$ cat src/bprs_pkg.sv
package bprs_pkg;

    // time base
    localparam int CLK_HZ = 10_000_000;
    localparam int T10_MS = 10;
    localparam int T5_MS = 5;
    localparam int T1_MS = 1;
    localparam int CYC_PER_MS = CLK_HZ / 1000;
    localparam int CYC_10MS = T10_MS * CYC_PER_MS;
    localparam int CYC_5MS = T5_MS * CYC_PER_MS;
    localparam int CYC_1MS = T1_MS * CYC_PER_MS;
    localparam int CNT_W = 20;

    // power-good inputs
    typedef struct packed {
        logic payload_12v_rail;
        logic aux_3v3_rail;
        logic mezz_5v_rail;
        logic rail_2v5;
        logic avs_core_rail;
        logic fixed_core_rail;
        logic io_1v8_rail;
        logic ddr_1v5_rail;
        logic ddr_term_0v75_rail;
        logic pll_lock;
    } bprs_pg_t;

    // rail enables
    typedef struct packed {
        logic mezz_5v_rail;
        logic rail_2v5;
        logic avs_core_rail;
        logic fixed_core_rail;
        logic io_1v8_rail;
        logic ddr_1v5_rail;
        logic ddr_term_0v75_rail;
    } bprs_en_t;

    // processor facing outputs
    typedef struct packed {
        logic out_1v8_unlock;
        logic clkgen_power_down_n;
        logic mux_power_down_n;
        logic mux_output_enable;
        logic warm_reset_n;
        logic other_unlock;
        logic power_on_reset_n;
        logic full_reset_n;
        logic boot_drive;
    } bprs_cpu_t;

    typedef enum logic [3:0] {
        ST_OFF = 4'h0,
        ST_AUX = 4'h1,
        ST_MID = 4'h3,
        ST_CORE = 4'h2,
        ST_FIX = 4'h6,
        ST_IO = 4'h7,
        ST_CLK = 4'h5,
        ST_DDR = 4'h4,
        ST_TERM = 4'hc,
        ST_WARM = 4'hd,
        ST_POR = 4'hf,
        ST_FULL = 4'he,
        ST_RUN = 4'ha,
        ST_DN1 = 4'hb,
        ST_DN2 = 4'h9
    } bprs_state_t;

    localparam bprs_en_t EN_RST = '0;
    localparam bprs_cpu_t CPU_RST = '0;

endpackage : bprs_pkg

$ cat src/bprs_top.sv
// What this block does
// - after payload and aux power, hold every processor-facing output low until unlocked
// - enable 5V and 2.5V rails after aux 3.3V stable 10ms
// - enable avs core rail after 5V and 2.5V both stable 5ms
// - enable io 1.8V rail after fixed core rail stable 5ms
// - after io 1.8V stable 5ms unlock 1.8V outputs, release clock generator
// - enable ddr 1.5V rail 5ms after clock generator start
// - enable ddr termination rail after ddr 1.5V stable 5ms
// - release mux power-down when ddr 1.5V reports valid
// - assert mux output enable when ddr termination reports valid
// - release warm reset, unlock other resets after term rail and pll 5ms
// - drive boot configuration pins from warm reset release onward
// - release power-on reset 5ms after warm reset release
// - release full reset 5ms after power-on reset release
// - release boot pins 1ms after full reset release
// - on power failure assert full and power-on resets at once
// - 5ms later lock 1.8V outputs and stop clock generator
// - then remove all main rail enables and mux controls at once
// - system power good only while all supervised supplies are valid
module bprs_top #(
    parameter int CYC_10MS = bprs_pkg::CYC_10MS,
    parameter int CYC_5MS = bprs_pkg::CYC_5MS,
    parameter int CYC_1MS = bprs_pkg::CYC_1MS,
    parameter int BOOT_W = 16
) (
    // clock and reset
    input wire logic ref_clk,
    input wire logic rst_b,
    // power-good and pll lock inputs from pins
    input wire bprs_pkg::bprs_pg_t pg_in,
    // boot configuration selection
    input wire logic [BOOT_W-1:0] boot_cfg_in,
    // regulator enables
    output bprs_pkg::bprs_en_t rail_en,
    // processor, clock generator and mux controls
    output bprs_pkg::bprs_cpu_t cpu_out,
    // boot pins: value and output enable (low = driving)
    output logic [BOOT_W-1:0] boot_pin_out,
    output logic boot_pin_oe_n,
    // system status
    output logic system_power_good
);

    typedef struct packed {
        bprs_pkg::bprs_pg_t pg_s1;
        bprs_pkg::bprs_pg_t pg_s2;
        logic [BOOT_W-1:0] boot_s1;
        logic [BOOT_W-1:0] boot_s2;
        bprs_pkg::bprs_state_t st;
        logic [bprs_pkg::CNT_W-1:0] cnt;
        bprs_pkg::bprs_en_t en;
        bprs_pkg::bprs_cpu_t cpu;
        logic [BOOT_W-1:0] boot;
        logic boot_oe_n;
        logic pgood;
    } bprs_st_t;

    localparam logic [bprs_pkg::CNT_W-1:0] C10 = bprs_pkg::CNT_W'(CYC_10MS - 1);
    localparam logic [bprs_pkg::CNT_W-1:0] C5 = bprs_pkg::CNT_W'(CYC_5MS - 1);
    localparam logic [bprs_pkg::CNT_W-1:0] C1 = bprs_pkg::CNT_W'(CYC_1MS - 1);

    bprs_st_t s_r;
    bprs_st_t s_nxt;
    logic rst_s1_r;
    logic rst_s2_r;

    ////////////////////////////////////////////////////////////////////////
    // reset release
    always_ff @(posedge ref_clk or negedge rst_b) begin
        if (!rst_b) begin
            rst_s1_r <= 1'b0;
            rst_s2_r <= 1'b0;
        end else begin
            rst_s1_r <= 1'b1;
            rst_s2_r <= rst_s1_r;
        end
    end

    ////////////////////////////////////////////////////////////////////////
    // counts a condition held for lim+1 cycles; restarts when it drops
    function automatic logic [bprs_pkg::CNT_W:0] stable(
        input logic cond,
        input logic [bprs_pkg::CNT_W-1:0] cnt,
        input logic [bprs_pkg::CNT_W-1:0] lim
    );
        logic [bprs_pkg::CNT_W:0] r;
        r = '0;
        if (!cond) begin
            r = '0;
        end else if (cnt >= lim) begin
            r = {1'b1, bprs_pkg::CNT_W'(0)};
        end else begin
            r = {1'b0, cnt + bprs_pkg::CNT_W'(1)};
        end
        return r;
    endfunction : stable

    ////////////////////////////////////////////////////////////////////////
    // sequencer
    logic [bprs_pkg::CNT_W:0] t;
    logic fail;
    bprs_pkg::bprs_pg_t pg;

    always_comb begin
        s_nxt = s_r;
        s_nxt.pg_s1 = pg_in;
        s_nxt.pg_s2 = s_r.pg_s1;
        s_nxt.boot_s1 = boot_cfg_in;
        s_nxt.boot_s2 = s_r.boot_s1;
        pg = s_r.pg_s2;
        t = '0;
        // loss of payload/aux, or of any enabled rail once its own stability wait has passed
        fail = !pg.payload_12v_rail || !pg.aux_3v3_rail;
        if (s_r.st inside {bprs_pkg::ST_CORE, bprs_pkg::ST_FIX, bprs_pkg::ST_IO,
                bprs_pkg::ST_CLK, bprs_pkg::ST_DDR, bprs_pkg::ST_TERM,
                bprs_pkg::ST_WARM, bprs_pkg::ST_POR, bprs_pkg::ST_FULL,
                bprs_pkg::ST_RUN}) begin
            if (!pg.mezz_5v_rail || !pg.rail_2v5) begin
                fail = 1'b1;
            end
        end
        if (s_r.st inside {bprs_pkg::ST_IO, bprs_pkg::ST_CLK, bprs_pkg::ST_DDR,
                bprs_pkg::ST_TERM, bprs_pkg::ST_WARM, bprs_pkg::ST_POR,
                bprs_pkg::ST_FULL, bprs_pkg::ST_RUN}) begin
            if (!pg.avs_core_rail || !pg.fixed_core_rail) begin
                fail = 1'b1;
            end
        end
        if (s_r.st inside {bprs_pkg::ST_CLK, bprs_pkg::ST_DDR, bprs_pkg::ST_TERM,
                bprs_pkg::ST_WARM, bprs_pkg::ST_POR, bprs_pkg::ST_FULL,
                bprs_pkg::ST_RUN}) begin
            if (!pg.io_1v8_rail) begin
                fail = 1'b1;
            end
        end
        if (s_r.st inside {bprs_pkg::ST_TERM, bprs_pkg::ST_WARM, bprs_pkg::ST_POR,
                bprs_pkg::ST_FULL, bprs_pkg::ST_RUN}) begin
            if (!pg.ddr_1v5_rail) begin
                fail = 1'b1;
            end
        end
        if (s_r.st inside {bprs_pkg::ST_WARM, bprs_pkg::ST_POR,
                bprs_pkg::ST_FULL, bprs_pkg::ST_RUN}) begin
            if (!pg.ddr_term_0v75_rail) begin
                fail = 1'b1;
            end
        end

        case (s_r.st)
            bprs_pkg::ST_OFF: begin
                s_nxt.en = bprs_pkg::EN_RST;
                s_nxt.cpu = bprs_pkg::CPU_RST;
                s_nxt.cnt = '0;
                if (pg.payload_12v_rail) begin
                    s_nxt.st = bprs_pkg::ST_AUX;
                end
            end
            bprs_pkg::ST_AUX: begin
                t = stable(pg.aux_3v3_rail, s_r.cnt, C10);
                s_nxt.cnt = t[bprs_pkg::CNT_W-1:0];
                if (!pg.payload_12v_rail) begin
                    s_nxt.st = bprs_pkg::ST_OFF;
                end else if (t[bprs_pkg::CNT_W]) begin
                    s_nxt.en.mezz_5v_rail = 1'b1;
                    s_nxt.en.rail_2v5 = 1'b1;
                    s_nxt.st = bprs_pkg::ST_MID;
                end
            end
            bprs_pkg::ST_MID: begin
                t = stable(pg.mezz_5v_rail && pg.rail_2v5, s_r.cnt, C5);
                s_nxt.cnt = t[bprs_pkg::CNT_W-1:0];
                if (t[bprs_pkg::CNT_W]) begin
                    s_nxt.en.avs_core_rail = 1'b1;
                    // the controller delays its second output itself
                    s_nxt.en.fixed_core_rail = 1'b1;
                    s_nxt.st = bprs_pkg::ST_CORE;
                end
            end
            bprs_pkg::ST_CORE: begin
                s_nxt.cnt = '0;
                if (pg.avs_core_rail) begin
                    s_nxt.st = bprs_pkg::ST_FIX;
                end
            end
            bprs_pkg::ST_FIX: begin
                t = stable(pg.fixed_core_rail && pg.avs_core_rail, s_r.cnt, C5);
                s_nxt.cnt = t[bprs_pkg::CNT_W-1:0];
                if (t[bprs_pkg::CNT_W]) begin
                    s_nxt.en.io_1v8_rail = 1'b1;
                    s_nxt.st = bprs_pkg::ST_IO;
                end
            end
            bprs_pkg::ST_IO: begin
                t = stable(pg.io_1v8_rail, s_r.cnt, C5);
                s_nxt.cnt = t[bprs_pkg::CNT_W-1:0];
                if (t[bprs_pkg::CNT_W]) begin
                    s_nxt.cpu.out_1v8_unlock = 1'b1;
                    s_nxt.cpu.clkgen_power_down_n = 1'b1;
                    s_nxt.st = bprs_pkg::ST_CLK;
                end
            end
            bprs_pkg::ST_CLK: begin
                t = stable(1'b1, s_r.cnt, C5);
                s_nxt.cnt = t[bprs_pkg::CNT_W-1:0];
                if (t[bprs_pkg::CNT_W]) begin
                    s_nxt.en.ddr_1v5_rail = 1'b1;
                    s_nxt.st = bprs_pkg::ST_DDR;
                end
            end
            bprs_pkg::ST_DDR: begin
                s_nxt.cpu.mux_power_down_n = pg.ddr_1v5_rail;
                t = stable(pg.ddr_1v5_rail, s_r.cnt, C5);
                s_nxt.cnt = t[bprs_pkg::CNT_W-1:0];
                if (t[bprs_pkg::CNT_W]) begin
                    s_nxt.en.ddr_term_0v75_rail = 1'b1;
                    s_nxt.st = bprs_pkg::ST_TERM;
                end
            end
            bprs_pkg::ST_TERM: begin
                s_nxt.cpu.mux_output_enable = pg.ddr_term_0v75_rail;
                t = stable(pg.ddr_term_0v75_rail && pg.pll_lock, s_r.cnt, C5);
                s_nxt.cnt = t[bprs_pkg::CNT_W-1:0];
                if (t[bprs_pkg::CNT_W]) begin
                    s_nxt.cpu.warm_reset_n = 1'b1;
                    s_nxt.cpu.other_unlock = 1'b1;
                    s_nxt.cpu.boot_drive = 1'b1;
                    s_nxt.boot = s_r.boot_s2;
                    s_nxt.st = bprs_pkg::ST_WARM;
                end
            end
            bprs_pkg::ST_WARM: begin
                t = stable(1'b1, s_r.cnt, C5);
                s_nxt.cnt = t[bprs_pkg::CNT_W-1:0];
                if (t[bprs_pkg::CNT_W]) begin
                    s_nxt.cpu.power_on_reset_n = 1'b1;
                    s_nxt.st = bprs_pkg::ST_POR;
                end
            end
            bprs_pkg::ST_POR: begin
                t = stable(1'b1, s_r.cnt, C5);
                s_nxt.cnt = t[bprs_pkg::CNT_W-1:0];
                if (t[bprs_pkg::CNT_W]) begin
                    s_nxt.cpu.full_reset_n = 1'b1;
                    s_nxt.st = bprs_pkg::ST_FULL;
                end
            end
            bprs_pkg::ST_FULL: begin
                t = stable(1'b1, s_r.cnt, C1);
                s_nxt.cnt = t[bprs_pkg::CNT_W-1:0];
                if (t[bprs_pkg::CNT_W]) begin
                    s_nxt.cpu.boot_drive = 1'b0;
                    s_nxt.boot = '0;
                    s_nxt.st = bprs_pkg::ST_RUN;
                end
            end
            bprs_pkg::ST_RUN: begin
                s_nxt.cnt = '0;
            end
            bprs_pkg::ST_DN1: begin
                t = stable(1'b1, s_r.cnt, C5);
                s_nxt.cnt = t[bprs_pkg::CNT_W-1:0];
                if (t[bprs_pkg::CNT_W]) begin
                    s_nxt.cpu.out_1v8_unlock = 1'b0;
                    s_nxt.cpu.clkgen_power_down_n = 1'b0;
                    s_nxt.cpu.other_unlock = 1'b0;
                    s_nxt.cpu.warm_reset_n = 1'b0;
                    s_nxt.st = bprs_pkg::ST_DN2;
                end
            end
            bprs_pkg::ST_DN2: begin
                s_nxt.en = bprs_pkg::EN_RST;
                s_nxt.cpu.mux_power_down_n = 1'b0;
                s_nxt.cpu.mux_output_enable = 1'b0;
                s_nxt.cnt = '0;
                s_nxt.st = bprs_pkg::ST_OFF;
            end
            default: begin
                s_nxt.st = bprs_pkg::ST_OFF;
            end
        endcase

        if (fail && !(s_r.st inside {bprs_pkg::ST_OFF, bprs_pkg::ST_AUX,
                bprs_pkg::ST_DN1, bprs_pkg::ST_DN2})) begin
            s_nxt.cpu.full_reset_n = 1'b0;
            s_nxt.cpu.power_on_reset_n = 1'b0;
            s_nxt.cpu.boot_drive = 1'b0;
            s_nxt.boot = '0;
            s_nxt.cnt = '0;
            s_nxt.st = bprs_pkg::ST_DN1;
        end

        // registered copy so the pin enable comes straight from a flop
        s_nxt.boot_oe_n = !s_nxt.cpu.boot_drive;
        s_nxt.pgood = pg.payload_12v_rail && pg.aux_3v3_rail && pg.mezz_5v_rail
            && pg.rail_2v5 && pg.avs_core_rail && pg.fixed_core_rail
            && pg.io_1v8_rail && pg.ddr_1v5_rail && pg.ddr_term_0v75_rail
            && (s_r.st == bprs_pkg::ST_RUN);
    end

    always_ff @(posedge ref_clk or negedge rst_s2_r) begin
        if (!rst_s2_r) begin
            s_r <= '0;
            // boot pins released while in reset
            s_r.boot_oe_n <= 1'b1;
        end else begin
            s_r <= s_nxt;
        end
    end

    ////////////////////////////////////////////////////////////////////////
    // outputs
    assign rail_en = s_r.en;
    assign cpu_out = s_r.cpu;
    assign boot_pin_out = s_r.boot;
    assign boot_pin_oe_n = s_r.boot_oe_n;
    assign system_power_good = s_r.pgood;

endmodule : bprs_top

$ cat config.mk
export PLATFORM = sky130hd
export DESIGN_NAME = bprs_top
export DESIGN_NICKNAME = d
export VERILOG_FILES = /design/src/bprs_pkg.sv /design/src/bprs_top.sv
export SDC_FILE = /design/constraint.sdc
export NUM_CORES = 1
export LEC_CHECK = 0
export BUFFER_PORTS_ARGS = -buffer_cell sky130_fd_sc_hd__buf_2
export CAP_MARGIN = 20
export CORE_MARGIN = 2
export CORE_UTILIZATION = 49
export DETAILED_ROUTE_END_ITERATION = 12
export PLACE_DENSITY = 0.71
export SETUP_SLACK_MARGIN = 0.15
export SYNTH_ARGS = -nofsm -noshare
export SYNTH_HDL_FRONTEND = slang
export SYNTH_SLANG_ARGS = --single-unit
$ cat constraint.sdc
create_clock -name ref_clk -period 3.7 [get_ports ref_clk]
set_input_delay 0.555 -clock ref_clk [delete_from_list [all_inputs] [get_ports ref_clk]]
set_output_delay 0.555 -clock ref_clk [all_outputs]
set_load 0.02 [all_outputs]
==> results.txt <==
----------------------------------------------------
[Clock network]
  Number of CTS-inserted buffers ... 9
  # Post-CTS Setup Buffers ... 0
  Clock insertion delay at the later pin of the skew report ... 0.37 ns
  Clk pin slew, worst setup/hold paths ... 0.11 ns
  CTS sink cnt ... 108
  Maximum buffer depth of the clock tree ... 2
  # H-tree levels ... 3
  Hold buffers post-CTS ... 1
  Clock root cell ... sky130_fd_sc_hd__clkbuf_8
  Resized cells post-CTS ... 0
  Clock tree from TritonCTS ... yes

[Timing]
  Final setup fails ... 0
  Worst path setup slack after routing ... 0.9450 ns
  Fmax ... 363.0 MHz
  Slew Limit Fails ... 0
  Final worst-path cycle share ... 0.7446
  Max transition margin ... 0.5777
  Setup TNS ... 0 ns
  Unrepaired setup endpoints after global routing ... no
  Transition at the pin with the smallest max-transition slack ... 0.6327 ns
  Hold Vio Cnt, Final ... 0
  Post-route worst hold slack ... 0.2848 ns
  Post-layout min period ... 2.755 ns
  Final Skew ... 0.009224 ns

[Floorplanning]
  Starting utilization of the core area ... 0.5008
  Die footprint ... 10190 sq um
  Die height ... 101.0 um
  FP Rows ... 35
  I/O pin total ... 62
  Core Region ... 9196 sq um
  Die W ... 101.0 um

[Power]
  Internal power ... 0.001806 W
  Portion of total power attributed to the clock network ... 0.277
  Maximum ir drop on the vdd rail ... 0.2717 mV
  Power per unit of standard cell area ... 558.9 nW/um^2
  Reported leakage power ... 2.356 nW
  Combinational fraction of design power ... 0.247
  Net Switching ... 0.001003 W
  Switch share ... 0.3570
  Reg power frac ... 0.476

[Routing]
  Routed length on met2 ... 4.154 mm
  Top layer used by detailed routing ... met4
  Routed metal-1 wire length ... 4.239 mm
  Wire per inst ... 16.08 um
  Routed via count divided by cell count ... 5.779
  Vias after detailed routing ... 3236
  Detailed-routed wire length on met3 ... 417 um
  Iteration-0 DRC Markers ... 303
  Count of unresolved DRC violations after routing ... 0
  Overall routed net length ... 9.006 mm
  Initial DRT Pass Iterations ... 5
  Antenna-violating nets left ... 0

[Critical path]
  Nature of the critical path startpoint ... flip-flop
  Highest-delay cell along the critical path ... sky130_fd_sc_hd__dfrtp_1
  Critical Path End Type ... flip-flop
  Critical Path, Cell by Cell ... inv_1, mux2i_1, a2111oi_1, o31ai_2, buf_4, nor2_2, a22o_1
  Bufs and invs on worst path ... 2
  Slowest cell delay on critical path ... 0.58 ns
  Worst r2r path cells ... 7
  Crit Path Category ... reg2reg
  Reg-to-Reg Start ... s_r[57]
  Required time at the worst-slack endpoint ... 4.01 ns
  Maximum fanout along the worst path ... 17
  Endpoint of the most critical register-to-register path ... boot_pin_out[1]
  Setup slack, reg-to-reg ... 0.94 ns
  Endpoint arrival time on the critical path ... 3.06 ns
  Top delay family on crit path ... compound AO/OA/AOI/OAI gates

[Synth]
  Post-Syn Instances ... 413
  Post-synth net total ... 442
  Flip-flop cell with the highest count after synthesis ... sky130_fd_sc_hd__dfrtp_1
  Area fraction of the dominant cell type after synthesis ... 0.5814
  Largest area contributor in the synthesized netlist ... sky130_fd_sc_hd__dfrtp_1
  Syn Area/Cell ... 11.15 sq um
  Number of synthesized register bits ... 108
  Cell area after synthesis ... 4606 sq um
  Part of the Yosys area used for sequential elements ... 0.5871
  Count of flip-flops with a built-in enable after synthesis ... 0
  Synth Warn # ... 0
  Async set or reset register ratio after synthesis ... 1.000
  Dominant cells by area after synthesis ... sky130_fd_sc_hd__dfrtp_1 58%, sky130_fd_sc_hd__buf_4 5.4%, sky130_fd_sc_hd__a22o_1 3.2%
  Synth unique cells ... 63

[Min path]
  Start point of the worst hold path ... pg_in[1]
  Worst Hold Depth ... 1
  Path class of the lowest-slack min-delay path ... in2reg
  Min-Delay Endpoint ... s_nxt[91]

[GRT]
  Via count of the first global-routing pass ... 3025
  Remaining global-route overflow ... 0
  GRT Util Overall ... 0.1848
  Initial antenna violation count ... 0
  Global-route wire length before repair ... 14.81 mm
  Maximum number of pins on one net before global-route repair ... 40

[Cells and area]
  Filler Cells Inserted ... 780
  Nets ... 473
  Antenna diode count ... 0
  Layout overhead on the synthesized area ... 9.101%
  Layout cell share with drive strength beyond 1 ... 0.2183
  Sequential cell area ... 2708 sq um
  Footprint of the multi-input gates ... 1553 sq um

[Job]
  Max-cap violation count ... 0

[Placed design]
  RD Place Congestion ... 0.8788
  Number of buffer cells added on primary ports ... 61
  Pre-CTS WS ... 0.9897 ns
  Post-DP HPWL ... 6.271 mm

[Outcome]
  Result of the run ... finished, final reports clean

----------------------------------------------------
[worst max path at each step]
stage               startpoint         endpoint  slack [ns]  depth (start not counted)
finish                 s_r[57]  boot_pin_out[1]        0.94                          7
global route           s_r[34]          s_r[53]        0.76                          8
CTS                    s_r[57]  boot_pin_out[1]        0.96                          7
detailed placement     s_r[57]  boot_pin_out[1]        0.99                          7
global placement       s_r[57]  boot_pin_out[6]        1.11                          7
floorplan             rst_s2_r  boot_pin_out[0]        0.47                          0
[area by class of cell]
cell class	instances	share of cell area
Clock inverter	7	0.02141
Multi-Input combinational cell	249	0.3090
Timing Repair Buffer	69	0.07321
Tap cell	111	0.02764
Inverter	7	0.005229
Clock buffer	9	0.02465
Sequential cell	108	0.5388
[synthesized netlist by cell type, types with 5 or more instances]
cell type / count
sky130_fd_sc_hd__nand2_1: 29
sky130_fd_sc_hd__nand3_1: 15
sky130_fd_sc_hd__nand2b_1: 5
sky130_fd_sc_hd__a211oi_1: 7
sky130_fd_sc_hd__o21ai_0: 22
sky130_fd_sc_hd__o31ai_1: 5
sky130_fd_sc_hd__nor3_1: 7
sky130_fd_sc_hd__nor4_1: 6
sky130_fd_sc_hd__inv_1: 7
sky130_fd_sc_hd__nor2_1: 30
sky130_fd_sc_hd__a31oi_1: 8
sky130_fd_sc_hd__dfrtp_1: 107
sky130_fd_sc_hd__buf_4: 33
sky130_fd_sc_hd__buf_2: 10
sky130_fd_sc_hd__or3_1: 5
sky130_fd_sc_hd__and3_1: 10
sky130_fd_sc_hd__a22o_1: 17
sky130_fd_sc_hd__a21oi_1: 13
[worst register-to-register path, stage by stage (launching register included)]
cell and delay (ns):
sky130_fd_sc_hd__dfrtp_1 0.58, sky130_fd_sc_hd__inv_1 0.39, sky130_fd_sc_hd__mux2i_1 0.19, sky130_fd_sc_hd__a2111oi_1 0.44, sky130_fd_sc_hd__o31ai_2 0.11, sky130_fd_sc_hd__buf_4 0.21
sky130_fd_sc_hd__nor2_2 0.53, sky130_fd_sc_hd__a22o_1 0.25
[power by group through the flow]
stage	combinational (W)	clock, W	sequential (W)
global placement	0.000675	0	0.00135
global route	0.000759	0.000852	0.00135
finish	0.000694	0.000777	0.00134
CTS	0.000686	0.000801	0.00133
floorplan	0.000563	0	0.00130
detailed placement	0.000683	0	0.00136
[cell families (layout without fill, tap and decap cells)]
| family | count (synthesis) | after routing | share of synthesized area |
|---|---|---|---|
| AND/OR/NAND/NOR | 133 | 133 | 0.1491 |
| flip-flops | 108 | 108 | 0.5871 |
| AO/OA/AOI/OAI | 105 | 105 | 0.1652 |
| buffers and inverters | 56 | 92 | 0.07715 |
| XOR/XNOR | 6 | 6 | 0.01141 |
| multiplexers | 3 | 3 | 0.006520 |
| adder cells (fa/ha/maj) | 1 | 1 | 0.002716 |
| other | 1 | 1 | 0.0008142 |
[registers in the layout, summed over array words and instances, names as in the netlist]
signal and cells:
s_nxt 26, system_power_good 1, boot_pin_out 16, cpu_out 7, rail_en 5, pg 10
s_r 40, boot_pin_oe_n 1, rst_s1_r 1, rst_s2_r 1
[cell usage in the layout, fill, tap and decap left out, drive strengths merged, types with 5 or more instances in the layout]
cell type,count
dfrtp,107
buf,68
nor2,32
nand2,29
o21ai,24
a22o,17
nand3,15
a21oi,14
and3,10
clkbuf,9
a31oi,8
inv,8
nor3,8
a211oi,7
nor4,6
nand2b,6
o31ai,6
or3,5
clkinv,5
[metal layers]
metal  GRT usage  vias to the layer above
met1      0.2637                     1586
met3     0.03953                       19
met2      0.2800                      109
met4     0.06757                        0
li1            -                     1522
met5           0                        -
[stage by stage]
stage / utilization / power [W] / std cells / cell area (sq um)
after global placement: 0.5201 / 0.002028 / 543 / 4783
after global routing: 0.5464 / 0.002960 / 560 / 5025
final: 0.5464 / 0.002808 / 560 / 5025
after floorplan: - / 0.001867 / 413 / 4606
after detailed placement: 0.5201 / 0.002042 / 543 / 4783
after CTS: 0.5464 / 0.002822 / 560 / 5025
Note: power is estimated with default switching activity, not from simulation.
